===== src/ubrk_pkg.sv =====
// package: register map, field layout and constants of the break field and baud generator block
package ubrk_pkg;
    // register addresses (word index on the plain port)
    localparam logic [3:0] ADDR_MODE    = 4'h0;  // operation_mode_reg
    localparam logic [3:0] ADDR_BRKCTL  = 4'h1;  // break_control_reg
    localparam logic [3:0] ADDR_CKSEL   = 4'h2;  // clock_select_reg
    localparam logic [3:0] ADDR_DIV     = 4'h3;  // baud_divider_reg
    localparam logic [3:0] ADDR_TXBUF   = 4'h4;  // tx_buffer_reg (write only)
    localparam logic [3:0] ADDR_RXBUF   = 4'h5;  // rx_buffer_reg
    localparam logic [3:0] ADDR_ERRSTAT = 4'h6;  // rx_error_status_reg
    // operation mode fields
    localparam int MODE_POWER_BIT = 7;
    localparam int MODE_TXE_BIT   = 6;
    localparam int MODE_RXE_BIT   = 5;
    localparam int MODE_MERGE_BIT = 0;
    // break control fields
    localparam int BRK_FLAG_BIT   = 7;
    localparam int BRK_RXEN_BIT   = 6;
    localparam int BRK_SEND_BIT   = 5;
    localparam int BRK_LEN_LSB    = 2;
    localparam int BRK_LEN_W      = 3;
    // error status fields
    localparam int ERR_OVE_BIT    = 0;
    localparam int ERR_PE_BIT     = 1;
    localparam int ERR_FE_BIT     = 2;
    // field widths
    localparam int PRESCALE_W     = 4;
    localparam int DIV_W          = 8;
    // reset values
    localparam logic [7:0] MODE_RST   = 8'h01;
    localparam logic [7:0] BRKCTL_RST = 8'h00;
    localparam logic [3:0] CKSEL_RST  = 4'h0;
    localparam logic [7:0] DIV_RST    = 8'hFF;
    localparam logic [7:0] RXBUF_RST  = 8'hFF;
    // break timing in bits and half bits, divider minimum, prescaler width, frame length in bits
    localparam logic [4:0] BRK_TX_MIN_BITS = 5'd13;
    localparam logic [4:0] BRK_VALID_HALF  = 5'd21;  // 10.5 bits in half bit units
    localparam logic [7:0] DIV_MIN         = 8'h04;
    localparam int         PRESCALE_MAX    = 10;
    localparam int         FRAME_BITS      = 10;      // start, 8 data, stop
endpackage : ubrk_pkg


===== src/ubrk_prescaler.sv =====
// base clock prescaler: one enable pulse per selected base clock period
`timescale 1ns/1ps
module ubrk_prescaler
    import ubrk_pkg::*;
(
    // clock and reset
    input  wire logic                  mclk_i,
    input  wire logic                  sys_rst_i,
    // control
    input  wire logic                  power_i,
    input  wire logic [PRESCALE_W-1:0] sel_i,
    // base clock tick
    output logic                       tick_o
);
    typedef struct packed {
        logic [PRESCALE_MAX-1:0] cnt;
        logic                    tick;
    } ubrk_ps_t;
    ubrk_ps_t s_q, s_d;

    // power low holds the divider and base tick at zero
    always_comb begin
        logic [PRESCALE_MAX-1:0] mask;
        mask = '0;
        s_d = s_q;
        for (int i = 0; i < PRESCALE_MAX; i++) begin
            if (i < int'(sel_i)) mask[i] = 1'b1;
        end
        if (!power_i) begin
            s_d.cnt  = '0;
            s_d.tick = 1'b0;
        end else begin
            s_d.tick = ((s_q.cnt & mask) == mask);
            s_d.cnt  = s_q.cnt + 1'b1;
        end
    end

    always_ff @(posedge mclk_i) begin
        if (sys_rst_i) s_q <= '0;
        else           s_q <= s_d;
    end

    assign tick_o = s_q.tick;
endmodule : ubrk_prescaler


===== src/ubrk_core.sv =====
// break field transmit/receive, noise filter, baud counters and register file
// Functional notes
// - merge select 0 gives separate error irq; 1 routes errors to rx done irq
// - serial input sampled on base clock; level changes when two samples agree
// - receive logic sees the input two base clocks after the pin; code takes two mclk sync stages plus three base clocks
// - power enable set drives the serial output high when idle
// - power, then tx enable, then break send trigger starts a break
// - break output low for 13 to 20 bit times per length field
// - break end pulses tx done irq, clears send trigger, resumes normal mode
// - after a break the transmitter idles until buffer write or new trigger
// - break receive enable with power and rx enable enters break reception
// - break of 11 bits or more raises rx done, clears flag and enable
// - overrun, parity and framing flags are not set in break reception
// - rx buffer is not loaded during break reception, keeps all ones
// - break of 10 bits or less raises nothing, stays in break mode
// - break valid only when low longer than 10.5 bits
// - base clock from prescale select, runs only with power enable
// - two independent 8-bit counters, transmit and receive
// - tx counter held at zero unless power and tx enable both set
// - tx counter cleared on first buffer write and at each frame end; code clears it at frame end only with a byte pending
// - rx counter held at zero unless enabled; runs start bit to frame end
// - divider field sets the division ratio, range 4 to 255
// - bit rate equals base clock over twice the divider
// - merge select is bit 0 of the operation mode register
`timescale 1ns/1ps
module ubrk_core
    import ubrk_pkg::*;
#(
    parameter int DIV_WIDTH = DIV_W
) (
    // clock and reset
    input  wire logic       mclk_i,
    input  wire logic       sys_rst_i,
    // register port
    input  wire logic [3:0] reg_addr_i,
    input  wire logic [7:0] reg_wdata_i,
    input  wire logic       reg_wr_i,
    input  wire logic       reg_rd_i,
    output logic [7:0]      reg_rdata_o,
    // serial pins
    input  wire logic       serial_in_pin_i,
    output logic            serial_out_pin_o,
    // interrupts
    output logic            tx_done_irq_o,
    output logic            rx_done_irq_o,
    output logic            rx_error_irq_o
);
    import ubrk_pkg::*;

    typedef enum logic [1:0] {TX_IDLE, TX_DATA, TX_BREAK} ubrk_tx_t;
    typedef enum logic [1:0] {RX_IDLE, RX_START, RX_DATA, RX_BRK} ubrk_rx_t;

    typedef struct packed {
        logic [7:0]           mode;
        logic [7:0]           brkctl;
        logic [3:0]           cksel;
        logic [DIV_WIDTH-1:0] div;
        logic [7:0]           rxbuf;
        logic                 rxbuf_full;
        logic [2:0]           err;
        logic [1:0]           pin_sync;
        logic [1:0]           samp;
        logic                 filt;
        ubrk_tx_t             tx_st;
        logic [DIV_WIDTH-1:0] tx_cnt;
        logic                 tx_half;
        logic [4:0]           tx_bits;
        logic [9:0]           tx_shift;
        logic                 tx_pend;
        logic [7:0]           tx_hold;
        logic                 tx_out;
        ubrk_rx_t             rx_st;
        logic [DIV_WIDTH-1:0] rx_cnt;
        logic                 rx_half;
        logic [3:0]           rx_bits;
        logic [7:0]           rx_shift;
        logic [5:0]           rx_low;
        logic                 tx_irq;
        logic                 rx_irq;
        logic                 err_irq;
        logic [7:0]           rdata;
    } ubrk_st_t;

    ubrk_st_t s_q, s_d;
    logic     base_tick;
    logic     power, txe, rxe;

    // base clock generation
    ubrk_prescaler u_prescaler (
        .mclk_i    (mclk_i),
        .sys_rst_i (sys_rst_i),
        .power_i   (power),
        .sel_i     (s_q.cksel),
        .tick_o    (base_tick)
    );

    assign power = s_q.mode[MODE_POWER_BIT];
    assign txe   = s_q.mode[MODE_TXE_BIT];
    assign rxe   = s_q.mode[MODE_RXE_BIT];

    // one baud counter step: returns 1 on half bit boundary (k base ticks)
    function automatic logic half_done(input logic [DIV_WIDTH-1:0] cnt,
                                       input logic [DIV_WIDTH-1:0] k);
        logic [DIV_WIDTH-1:0] lim;
        lim = (k < DIV_WIDTH'(DIV_MIN)) ? DIV_WIDTH'(DIV_MIN) : k;
        half_done = (cnt == lim - 1'b1);
    endfunction : half_done

    always_comb begin
        logic tx_wr, brk_trig, rx_bit_mid;
        logic [4:0] brk_len;
        s_d = s_q;
        tx_wr      = 1'b0;
        brk_trig   = 1'b0;
        rx_bit_mid = 1'b0;
        brk_len    = BRK_TX_MIN_BITS + 5'(s_q.brkctl[BRK_LEN_LSB +: BRK_LEN_W]);
        s_d.tx_irq  = 1'b0;
        s_d.rx_irq  = 1'b0;
        s_d.err_irq = 1'b0;
        s_d.rdata   = 8'h00;

        // register writes and reads
        if (reg_wr_i) begin
            unique case (reg_addr_i)
                ADDR_MODE:   s_d.mode   = reg_wdata_i;
                ADDR_BRKCTL: begin
                    s_d.brkctl[BRK_LEN_LSB +: BRK_LEN_W] = reg_wdata_i[BRK_LEN_LSB +: BRK_LEN_W];
                    if (reg_wdata_i[BRK_SEND_BIT] && power && txe) brk_trig = 1'b1;
                    if (reg_wdata_i[BRK_RXEN_BIT] && power && rxe) begin
                        s_d.brkctl[BRK_RXEN_BIT] = 1'b1;
                        s_d.brkctl[BRK_FLAG_BIT] = 1'b1;
                    end
                end
                ADDR_CKSEL:  s_d.cksel  = reg_wdata_i[PRESCALE_W-1:0];
                ADDR_DIV:    s_d.div    = reg_wdata_i[DIV_WIDTH-1:0];
                ADDR_TXBUF:  tx_wr      = power && txe;
                default: ;
            endcase
        end
        if (reg_rd_i) begin
            unique case (reg_addr_i)
                ADDR_MODE:    s_d.rdata = s_q.mode;
                ADDR_BRKCTL:  s_d.rdata = s_q.brkctl;
                ADDR_CKSEL:   s_d.rdata = {4'h0, s_q.cksel};
                ADDR_DIV:     s_d.rdata = s_q.div;
                ADDR_RXBUF: begin
                    s_d.rdata      = s_q.rxbuf;
                    s_d.rxbuf_full = 1'b0;
                end
                ADDR_ERRSTAT: begin
                    s_d.rdata = {5'h00, s_q.err};
                    s_d.err   = 3'b000;  // cleared by read
                end
                default:      s_d.rdata = 8'h00;
            endcase
        end
        if (brk_trig) s_d.brkctl[BRK_SEND_BIT] = 1'b1;

        // input sync then two-sample match filter on base clock
        s_d.pin_sync = {s_q.pin_sync[0], serial_in_pin_i};
        if (base_tick) begin
            s_d.samp = {s_q.samp[0], s_q.pin_sync[1]};
            if (s_q.samp[0] == s_q.samp[1]) s_d.filt = s_q.samp[1];
        end

        // transmitter: counter runs on base ticks, one half bit per k ticks
        if (tx_wr) begin
            s_d.tx_hold = reg_wdata_i;
            s_d.tx_pend = 1'b1;
        end
        if (!power || !txe) begin
            s_d.tx_cnt  = '0;
            s_d.tx_half = 1'b0;
            s_d.tx_st   = TX_IDLE;
            s_d.tx_pend = 1'b0;
            s_d.tx_out  = 1'b1;
            s_d.brkctl[BRK_SEND_BIT] = 1'b0;
        end else begin
            if (base_tick) begin
                if (half_done(s_q.tx_cnt, s_q.div)) begin
                    s_d.tx_cnt  = '0;
                    s_d.tx_half = ~s_q.tx_half;
                end else begin
                    s_d.tx_cnt = s_q.tx_cnt + 1'b1;
                end
            end
            unique case (s_q.tx_st)
                TX_IDLE: begin
                    s_d.tx_out = 1'b1;
                    // start on a base tick so the low spans whole bit times
                    if (s_q.brkctl[BRK_SEND_BIT] && base_tick) begin
                        s_d.tx_st = TX_BREAK;
                        s_d.tx_out  = 1'b0;
                        s_d.tx_bits = 5'd0;
                        s_d.tx_cnt  = '0;
                        s_d.tx_half = 1'b0;
                    end else if (s_q.tx_pend && !s_q.brkctl[BRK_SEND_BIT]) begin
                        s_d.tx_st    = TX_DATA;
                        s_d.tx_shift = {1'b1, s_q.tx_hold, 1'b0};
                        s_d.tx_pend  = tx_wr;
                        s_d.tx_bits  = 5'd0;
                        s_d.tx_cnt   = '0;
                        s_d.tx_half  = 1'b0;
                    end
                end
                TX_DATA: begin
                    s_d.tx_out = s_q.tx_shift[0];
                    if (base_tick && half_done(s_q.tx_cnt, s_q.div) && s_q.tx_half) begin
                        s_d.tx_shift = {1'b1, s_q.tx_shift[9:1]};
                        s_d.tx_bits  = s_q.tx_bits + 1'b1;
                        if (s_q.tx_bits == 5'(FRAME_BITS - 1)) begin
                            s_d.tx_st  = TX_IDLE;
                            s_d.tx_irq = 1'b1;
                            if (s_q.tx_pend) s_d.tx_cnt = '0;
                        end
                    end
                end
                TX_BREAK: begin
                    s_d.tx_out = 1'b0;
                    if (base_tick && half_done(s_q.tx_cnt, s_q.div) && s_q.tx_half) begin
                        s_d.tx_bits = s_q.tx_bits + 1'b1;
                        if (s_q.tx_bits == brk_len - 1'b1) begin
                            s_d.tx_st  = TX_IDLE;
                            s_d.tx_irq = 1'b1;
                            s_d.tx_out = 1'b1;
                            s_d.brkctl[BRK_SEND_BIT] = 1'b0;
                        end
                    end
                end
                default: s_d.tx_st = TX_IDLE;
            endcase
        end

        // receiver: counter held until a start bit, then one frame
        if (!power || !rxe) begin
            s_d.rx_cnt  = '0;
            s_d.rx_half = 1'b0;
            s_d.rx_st   = RX_IDLE;
            s_d.brkctl[BRK_RXEN_BIT] = 1'b0;
            s_d.brkctl[BRK_FLAG_BIT] = 1'b0;
        end else begin
            if (s_q.rx_st != RX_IDLE && base_tick) begin
                if (half_done(s_q.rx_cnt, s_q.div)) begin
                    s_d.rx_cnt  = '0;
                    s_d.rx_half = ~s_q.rx_half;
                    rx_bit_mid  = 1'b1;
                end else begin
                    s_d.rx_cnt = s_q.rx_cnt + 1'b1;
                end
            end
            unique case (s_q.rx_st)
                RX_IDLE: if (!s_q.filt) begin
                    s_d.rx_st   = RX_START;
                    s_d.rx_cnt  = '0;
                    s_d.rx_half = 1'b0;
                    s_d.rx_low  = 6'd0;
                end
                RX_START: if (rx_bit_mid) begin
                    if (s_q.filt) begin
                        s_d.rx_st = RX_IDLE;  // glitch, not a start bit
                    end else begin
                        s_d.rx_st   = s_q.brkctl[BRK_RXEN_BIT] ? RX_BRK : RX_DATA;
                        s_d.rx_bits = 4'd0;
                        s_d.rx_low  = 6'd1;
                        s_d.rx_half = 1'b0;  // data samples fall mid bit
                    end
                end
                RX_DATA: if (rx_bit_mid && s_q.rx_half) begin
                    s_d.rx_bits = s_q.rx_bits + 1'b1;
                    if (s_q.rx_bits == 4'd8) begin
                        s_d.rx_st  = RX_IDLE;
                        s_d.rx_cnt = '0;
                        if (s_q.rxbuf_full) s_d.err[ERR_OVE_BIT] = 1'b1;
                        else s_d.rxbuf = s_q.rx_shift;
                        s_d.rxbuf_full = 1'b1;
                        if (!s_q.filt) s_d.err[ERR_FE_BIT] = 1'b1;
                        if (s_q.rxbuf_full || !s_q.filt) begin
                            if (s_q.mode[MODE_MERGE_BIT]) s_d.rx_irq = 1'b1;
                            else s_d.err_irq = 1'b1;
                        end else begin
                            s_d.rx_irq = 1'b1;
                        end
                    end else begin
                        s_d.rx_shift = {s_q.filt, s_q.rx_shift[7:1]};
                    end
                end
                RX_BRK: if (rx_bit_mid) begin
                    // count low half bits until the line returns high
                    if (!s_q.filt) begin
                        if (s_q.rx_low != 6'h3F) s_d.rx_low = s_q.rx_low + 1'b1;
                    end else begin
                        s_d.rx_st  = RX_IDLE;
                        s_d.rx_cnt = '0;
                        // still low at half bit 21 means longer than 10.5 bits
                        if (s_q.rx_low >= 6'(BRK_VALID_HALF)) begin
                            s_d.rx_irq = 1'b1;
                            s_d.brkctl[BRK_RXEN_BIT] = 1'b0;
                            s_d.brkctl[BRK_FLAG_BIT] = 1'b0;
                        end
                    end
                end
                default: s_d.rx_st = RX_IDLE;
            endcase
        end
    end

    // single state register; reset clears everything to documented values
    always_ff @(posedge mclk_i) begin
        if (sys_rst_i) begin
            s_q        <= '0;
            s_q.mode   <= MODE_RST;
            s_q.brkctl <= BRKCTL_RST;
            s_q.cksel  <= CKSEL_RST;
            s_q.div    <= DIV_RST[DIV_WIDTH-1:0];
            s_q.rxbuf  <= RXBUF_RST;
            s_q.pin_sync <= 2'b11;
            s_q.samp   <= 2'b11;
            s_q.filt   <= 1'b1;
            s_q.tx_out <= 1'b1;
            s_q.tx_st  <= TX_IDLE;
            s_q.rx_st  <= RX_IDLE;
        end else begin
            s_q <= s_d;
        end
    end

    // outputs straight from flops; line held high while unpowered
    assign serial_out_pin_o = power ? s_q.tx_out : 1'b1;
    assign tx_done_irq_o    = s_q.tx_irq;
    assign rx_done_irq_o    = s_q.rx_irq;
    assign rx_error_irq_o   = s_q.err_irq;
    assign reg_rdata_o      = s_q.rdata;
endmodule : ubrk_core


===== config.mk =====
export PLATFORM = sky130hd
export DESIGN_NAME = ubrk_core
export DESIGN_NICKNAME = d
export VERILOG_FILES = /design/src/ubrk_pkg.sv /design/src/ubrk_prescaler.sv /design/src/ubrk_core.sv
export SDC_FILE = /design/constraint.sdc
export NUM_CORES = 1
export LEC_CHECK = 0
export ABC_AREA = 1
export BUFFER_PORTS_ARGS = -buffer_cell sky130_fd_sc_hd__buf_2
export CORE_MARGIN = 2
export CORE_UTILIZATION = 60
export DETAILED_ROUTE_END_ITERATION = 10
export PLACE_DENSITY = 0.78
export REMOVE_ABC_BUFFERS = 1
export SYNTH_ARGS = -nofsm -noshare
export SYNTH_HDL_FRONTEND = slang
export SYNTH_SLANG_ARGS = --single-unit

===== constraint.sdc =====
create_clock -name mclk_i -period 3 [get_ports mclk_i]
set_input_delay 0.6 -clock mclk_i [delete_from_list [all_inputs] [get_ports mclk_i]]
set_output_delay 0.6 -clock mclk_i [all_outputs]
set_load 0.02 [all_outputs]

* Yosys cells after proc, flatten, opt, wreduce, memory -nomap -nowiden
Index checks and enable logic that the tools add are counted.
** Storage, ports and cells
- Bits in registers :: 129
- Input bits :: 17
- Output and inout bits :: 12
- Logic and storage cells :: 253
** Operators by class
- $add $sub $neg :: 9
- $lt $le $gt $ge :: 12
- Eq/ne operators :: 35
- Mux-type cells :: 108
- Bitwise gates (word level) :: 12
- Reductions and logical operators :: 45
** Operator list (number)
- 10-bit two-way mux :: 6
- 8-bit one-hot mux with 6 select lines :: 1
- 1-bit two-way mux :: 47
- 8-bit two-way mux :: 5
- 6-bit two-way mux :: 6
- 2-bit two-way mux :: 17
- 2-bit != test, second input constant :: 15
- 27-bit two-way mux :: 1
- 9-bit two-way mux :: 3
- 5-bit AND reduction :: 5
- 8-bit one-hot mux with 3 select lines :: 1
- 11-bit two-way mux :: 2
- 10-bit one-hot mux with 2 select lines :: 1
- 6-bit one-hot mux with 3 select lines :: 1
- 8-bit by 1-bit adder with 8-bit output, second input constant :: 2
- 8-bit equality test :: 2
- 3-bit by 4-bit < comparator with 1-bit output, first input constant :: 4
- 16-bit two-way mux :: 1
- 8-bit one-hot mux with 2 select lines :: 1
- 15-bit two-way mux :: 1
- 5-bit two-way mux :: 3
- 5-bit one-hot mux with 3 select lines :: 1
- 4-bit by 3-bit equality test with 1-bit output, second input constant :: 3
- 12-bit two-way mux :: 1
- other kinds (45) :: 91

* Logic depth before layout (Yosys ltp)
- Depth after elaboration :: 11
- Depth in mapped cells :: 19

* By module
From an unflattened synthesis, not the netlist that was laid out.
** Unflattened totals
- Cell total of the unflattened synthesis :: 1002
- Area total of the unflattened synthesis :: 6852.8 um^2
** By module, submodules not included
- ubrk_core :: times used 1, cells an instance 905, area an instance 6264.8 um^2
- ubrk_prescaler :: times used 1, cells an instance 97, area an instance 588.1 um^2

* Worst setup path before layout
No wires, ideal clock.
- Path kind :: reg-to-reg
- From :: reg s_q[95] (netlist bit)
- To :: reg s_q[90] (netlist bit)
- Setup time :: 0.058 ns
- Arrival :: 2.348 ns
- Required time :: 2.942 ns
- Slack :: 0.594 ns
- Cell stages (with the launch flop) :: 18
- Buffers on the path :: 1
- Cells stage by stage :: dfxtp_1 -> nor2_2 -> nand3_4 -> nand2_1 -> ha_1 -> xnor2_1 -> nor2_1 -> nand3_1 -> nor2_2 -> nand3_2 -> nor2_4 -> nand4_4 -> nor2_4 -> nand3_4 -> buf_6 -> nor2_2 -> nor2_1 -> nand2_1
** On the way
- Cells in the longest elaborated chain, start to end :: 9
** Ends and longest elaborated chain
- start, declared :: RTL line ubrk_core.sv:84 : ubrk_st_t s_q, s_d;
- 8-bit by 3-bit < comparator with 1-bit output :: RTL line ubrk_core.sv:105 : lim = (k < DIV_WIDTH'(DIV_MIN)) ? DIV_WIDTH'(DIV_MIN) : k;
- 8-bit two-way mux * :: RTL line ubrk_core.sv:105
- 8-bit by 1-bit subtractor with 8-bit output * :: RTL line ubrk_core.sv:106 : half_done = (cnt == lim - 1'b1);
- 8-bit equality test * :: RTL line ubrk_core.sv:106
- 1-bit two-way mux * :: RTL line ubrk_core.sv:243 : if (half_done(s_q.rx_cnt, s_q.div)) begin
- 1-bit two-way mux * :: RTL line ubrk_core.sv:242 : if (s_q.rx_st != RX_IDLE && base_tick) begin
- 1-bit two-way mux * :: RTL line ubrk_core.sv:235 : if (!power || !rxe) begin
- 1-bit logical AND * :: RTL line ubrk_core.sv:268 : RX_DATA: if (rx_bit_mid && s_q.rx_half) begin
- 5-bit AND reduction (no line) *
Every way passes the cells marked *; elsewhere a longest branch is shown, timed or not. The select of a mux whose other input is x is not followed.
A chain may end at the register's enable or synchronous reset.

* Final worst setup path
- From :: reg s_q[98] (netlist bit)
- To :: reg s_q[25] (netlist bit)
** On the way
- Cells in the longest elaborated chain, start to end :: 10
- Elaborated cells between the ends (all ways) :: 11
- Classes of those cells :: add/sub (1); order compare (1); eq/ne (3); mux (4); reduce/logical (2)
** Ends and longest elaborated chain (RTL line)
- 8-bit by 3-bit < comparator with 1-bit output :: ubrk_core.sv:105
- 8-bit two-way mux * :: ubrk_core.sv:105
- 8-bit by 1-bit subtractor with 8-bit output * :: ubrk_core.sv:106
- 8-bit equality test * :: ubrk_core.sv:106
- 1-bit two-way mux * :: ubrk_core.sv:243
- 1-bit two-way mux * :: ubrk_core.sv:242
- 1-bit two-way mux * :: ubrk_core.sv:235
- 1-bit logical AND :: ubrk_core.sv:268
- 2-bit != test (no line)
- 5-bit AND reduction (no line) *
Marks and branches as above.

==> results.json <==
{
  "detailroute.via_count": 6172,
  "fp.dieH_um": 109,
  "cts_tree": "done",
  "mostFrequentLayoutCell": "nand2_1",
  "clkTransAtPathRegs_ns": 0.06,
  "combined_buffer_and_inverter_count_along_the_critical_path": 0,
  "cts_made_buffers": 17,
  "final_core_occ_pct": 70.4,
  "finalSetupViolCount": 0,
  "mostFrequentLayoutCells": "nand2_1, dfxtp_1, nor2_1",
  "powerDensity_nw_per_um2": 560,
  "post-route-drc-count": 0,
  "worst-endpoint-arrival_ns": 3.18,
  "post_cts_buffers": 0,
  "asyncSetResetFlopFracSynth_pct": 0,
  "cell_leakage_power_nw": 3.06,
  "min_path_type": "in -> reg",
  "power.total_mw": 4.26,
  "dr.first_iter.drc_count": 488,
  "pin_count_of_the_biggest_net_entering_global_routing": 33,
  "period_needed_ns": 2.75,
  "timing.critical_path.from_type": "flip-flop",
  "cts.path.max_buffers": 2,
  "slew_violations": 0,
  "synth_cell_type_count": 46,
  "post_dr_vias_cell": 5.47,
  "total_negative_slack_for_setup_checks_ns": 0,
  "placement_rows": 38,
  "synth.yosys.warnings": 0,
  "port_buffers": 28,
  "grt_antenna_before_repair": 0,
  "clock_sink_count": 129,
  "synth_enable_flop_cells": 0,
  "final.period_utilization_pct": 91.8,
  "grt_pass1_vias": 5445,
  "clock.fmax_ghz": 0.363,
  "insertedDiodeCount": 0,
  "crit_path_end_kind": "flip-flop",
  "core_um2": 10800,
  "clk_root_buffer_cell": "clkbuf_8",
  "finalHoldWorstSlack_ns": 0.247,
  "numnets_final": 1007,
  "dpl-instance-area_um2": 6860,
  "floorplan.io_pins": 29,
  "grt_setup_unrepaired": "false",
  "drt_wl_total_mm": 16.4,
  "ys_dominant_reg_cell": "dfxtp_1",
  "worstSkewPairLatency_ns": 0.53,
  "critical_path_peak_fanout": 10,
  "clock_skew_ns": 0.00486,
  "detailroute.wirelength.met3_mm": 1.03,
  "rd_place_congestion": 0.977,
  "synth-seq-cells": 129,
  "tightestPinTransition_ns": 0.599,
  "relative_slew_slack_pct": 59.7,
  "syn_area_um2": 6620,
  "route.detailed.wl_per_inst_um": 14.6,
  "seq_total_area_yosys_pct": 39.0,
  "ir_worst_vdd_mv": 0.573,
  "detail_route.wirelength.met1_mm": 7.60,
  "max-cap-violations": 0,
  "dr.max_layer_used": "met4",
  "design_area_um2": 7590,
  "detail_route.first_pass.iterations": 5,
  "postSynthAreaPerCell_um2": 7.01,
  "die-width_um": 109,
  "fillers": 888,
  "detailedPlacementHpwl_mm": 11.8,
  "crit_path_cell_trace": "nor2_2 > nand3_4 > nand2_1 > ha_1 > nand3_1 > nand2_1 > nand2_1 > nand2_1 > nand2_1 > nor2_1 > nand4_1 > a21oi_1 > nand2_1 > nor2_1 > nor2_1",
  "cp_data_required_time_ns": 3.43,
  "final-hold-violation-count": 0,
  "timing.critical_path.mode_cell": "nand2_1",
  "run_status": "finished, final reports clean",
  "synth_cells": 945,
  "htree_levels": 4,
  "met2_wirelength_mm": 7.39,
  "grt.total_usage_pct": 28.4,
  "syn_to_final_growth_pct": 14.7,
  "first_pass_grt_wire_length_mm": 26.1,
  "globalRouteOverflowTotal": 0,
  "critical-path-max-stage-delay_ns": 0.39,
  "cp_max_delay_cell": "a21oi_1",
  "timing.setup.critical_path_class": "reg -> reg",
  "antenna_left": 0,
  "post_route_cells_drive_above_1_share_pct": 10.8,
  "path_delay_family": "simple AND/OR/NAND/NOR gates",
  "start_util_pct": 61.4,
  "die_area_um2": 11900
}
timing repair:
item	CTS	global route
hold buffers	0	0
setup endpoints to repair	0	41
resized for setup	0	10
layer usage:
layer	vias up	GRT usage (%)
li1	3156	-
met1	2768	37.6
met2	205	44.5
met3	43	6.93
met4	0	11.0
met5	-	0
layout make-up:
type                       instances  area, um2  area share, %
inverter                         127        477           6.28
timing repair buffer              35        205           2.70
sequential                       129       2580           34.0
clock inverter                    14        259           3.41
multi-input combinational        665       3470           45.7
clock buffer                      18        428           5.64
tap                              140        175           2.31
cell families (layout without fill, tap and decap cells):
logic type | after synthesis | count (layout) | synth area share [%]
DFF | 129 | 129 | 39.0
xor gates and xnor gates | 19 | 19 | 2.51
adders and majority gates | 15 | 15 | 2.83
AOI/OAI and AO/OA | 184 | 184 | 15.4
buffers and inverters | 152 | 194 | 9.33
and+or+nand+nor | 446 | 447 | 30.9
state kept, by name (all words and copies together), names as in the netlist:
register / cells
s_d: 1
reg_rdata_o: 8
u_prescaler.tick_o: 1
rxe: 1
s_q: 104
rx_error_irq_o: 1
rx_done_irq_o: 1
tx_done_irq_o: 1
u_prescaler.s_q: 10
power: 1
metrics by stage:
| step | worst slack, ns | cells |
|---|---|---|
| finish | 0.247 | 1128 |
| global route | 0.000574 | 1128 |
| CTS | 0.179 | 1127 |
| detailed placement | 0.227 | 1095 |
| global placement | 0.310 | 1095 |
| floorplan | 0.549 | 920 |
synth_stat cells, types with 7 or more instances:
| cell type | count | share of area [%] |
|---|---|---|
| nand2_1 | 173 | 9.8 |
| dfxtp_1 | 129 | 39 |
| nor2_1 | 125 | 7.1 |
| inv_1 | 122 | 6.9 |
| a21oi_1 | 81 | 6.1 |
| o21ai_0 | 71 | 5.4 |
| nand3_1 | 68 | 5.1 |
| nor3_1 | 18 | 1.4 |
| ha_1 | 15 | 2.8 |
| xor2_1 | 14 | 1.9 |
| clkbuf_1 | 13 | 0.74 |
| nand4_1 | 13 | 1.2 |
| nor2_2 | 10 | 0.94 |
| buf_4 | 8 | 0.91 |
| nand3b_1 | 8 | 0.91 |
| or2_2 | 8 | 0.76 |
| o22ai_1 | 7 | 0.66 |
power by group:
part / switching [mW] / internal, mW / total, mW
clock network: 0.775 / 1.62 / 2.40
registers: 0.00782 / 1.72 / 1.73
logic: 0.0858 / 0.0401 / 0.126
total: 0.869 / 3.39 / 4.26
worst paths after layout:
path | from | cells past startpoint | slack [ns] | end
worst min register to register | s_d[80] | 1 | 0.41 | s_q[80]
worst max register to register | s_q[98] | 15 | 0.25 | s_q[25]
worst max-delay path | s_q[98] | 15 | 0.25 | s_q[25]
worst min-delay path | serial_in_pin_i | 2 | 0.25 | s_d[80]
No activity file was read; power rests on OpenSTA's default activity.
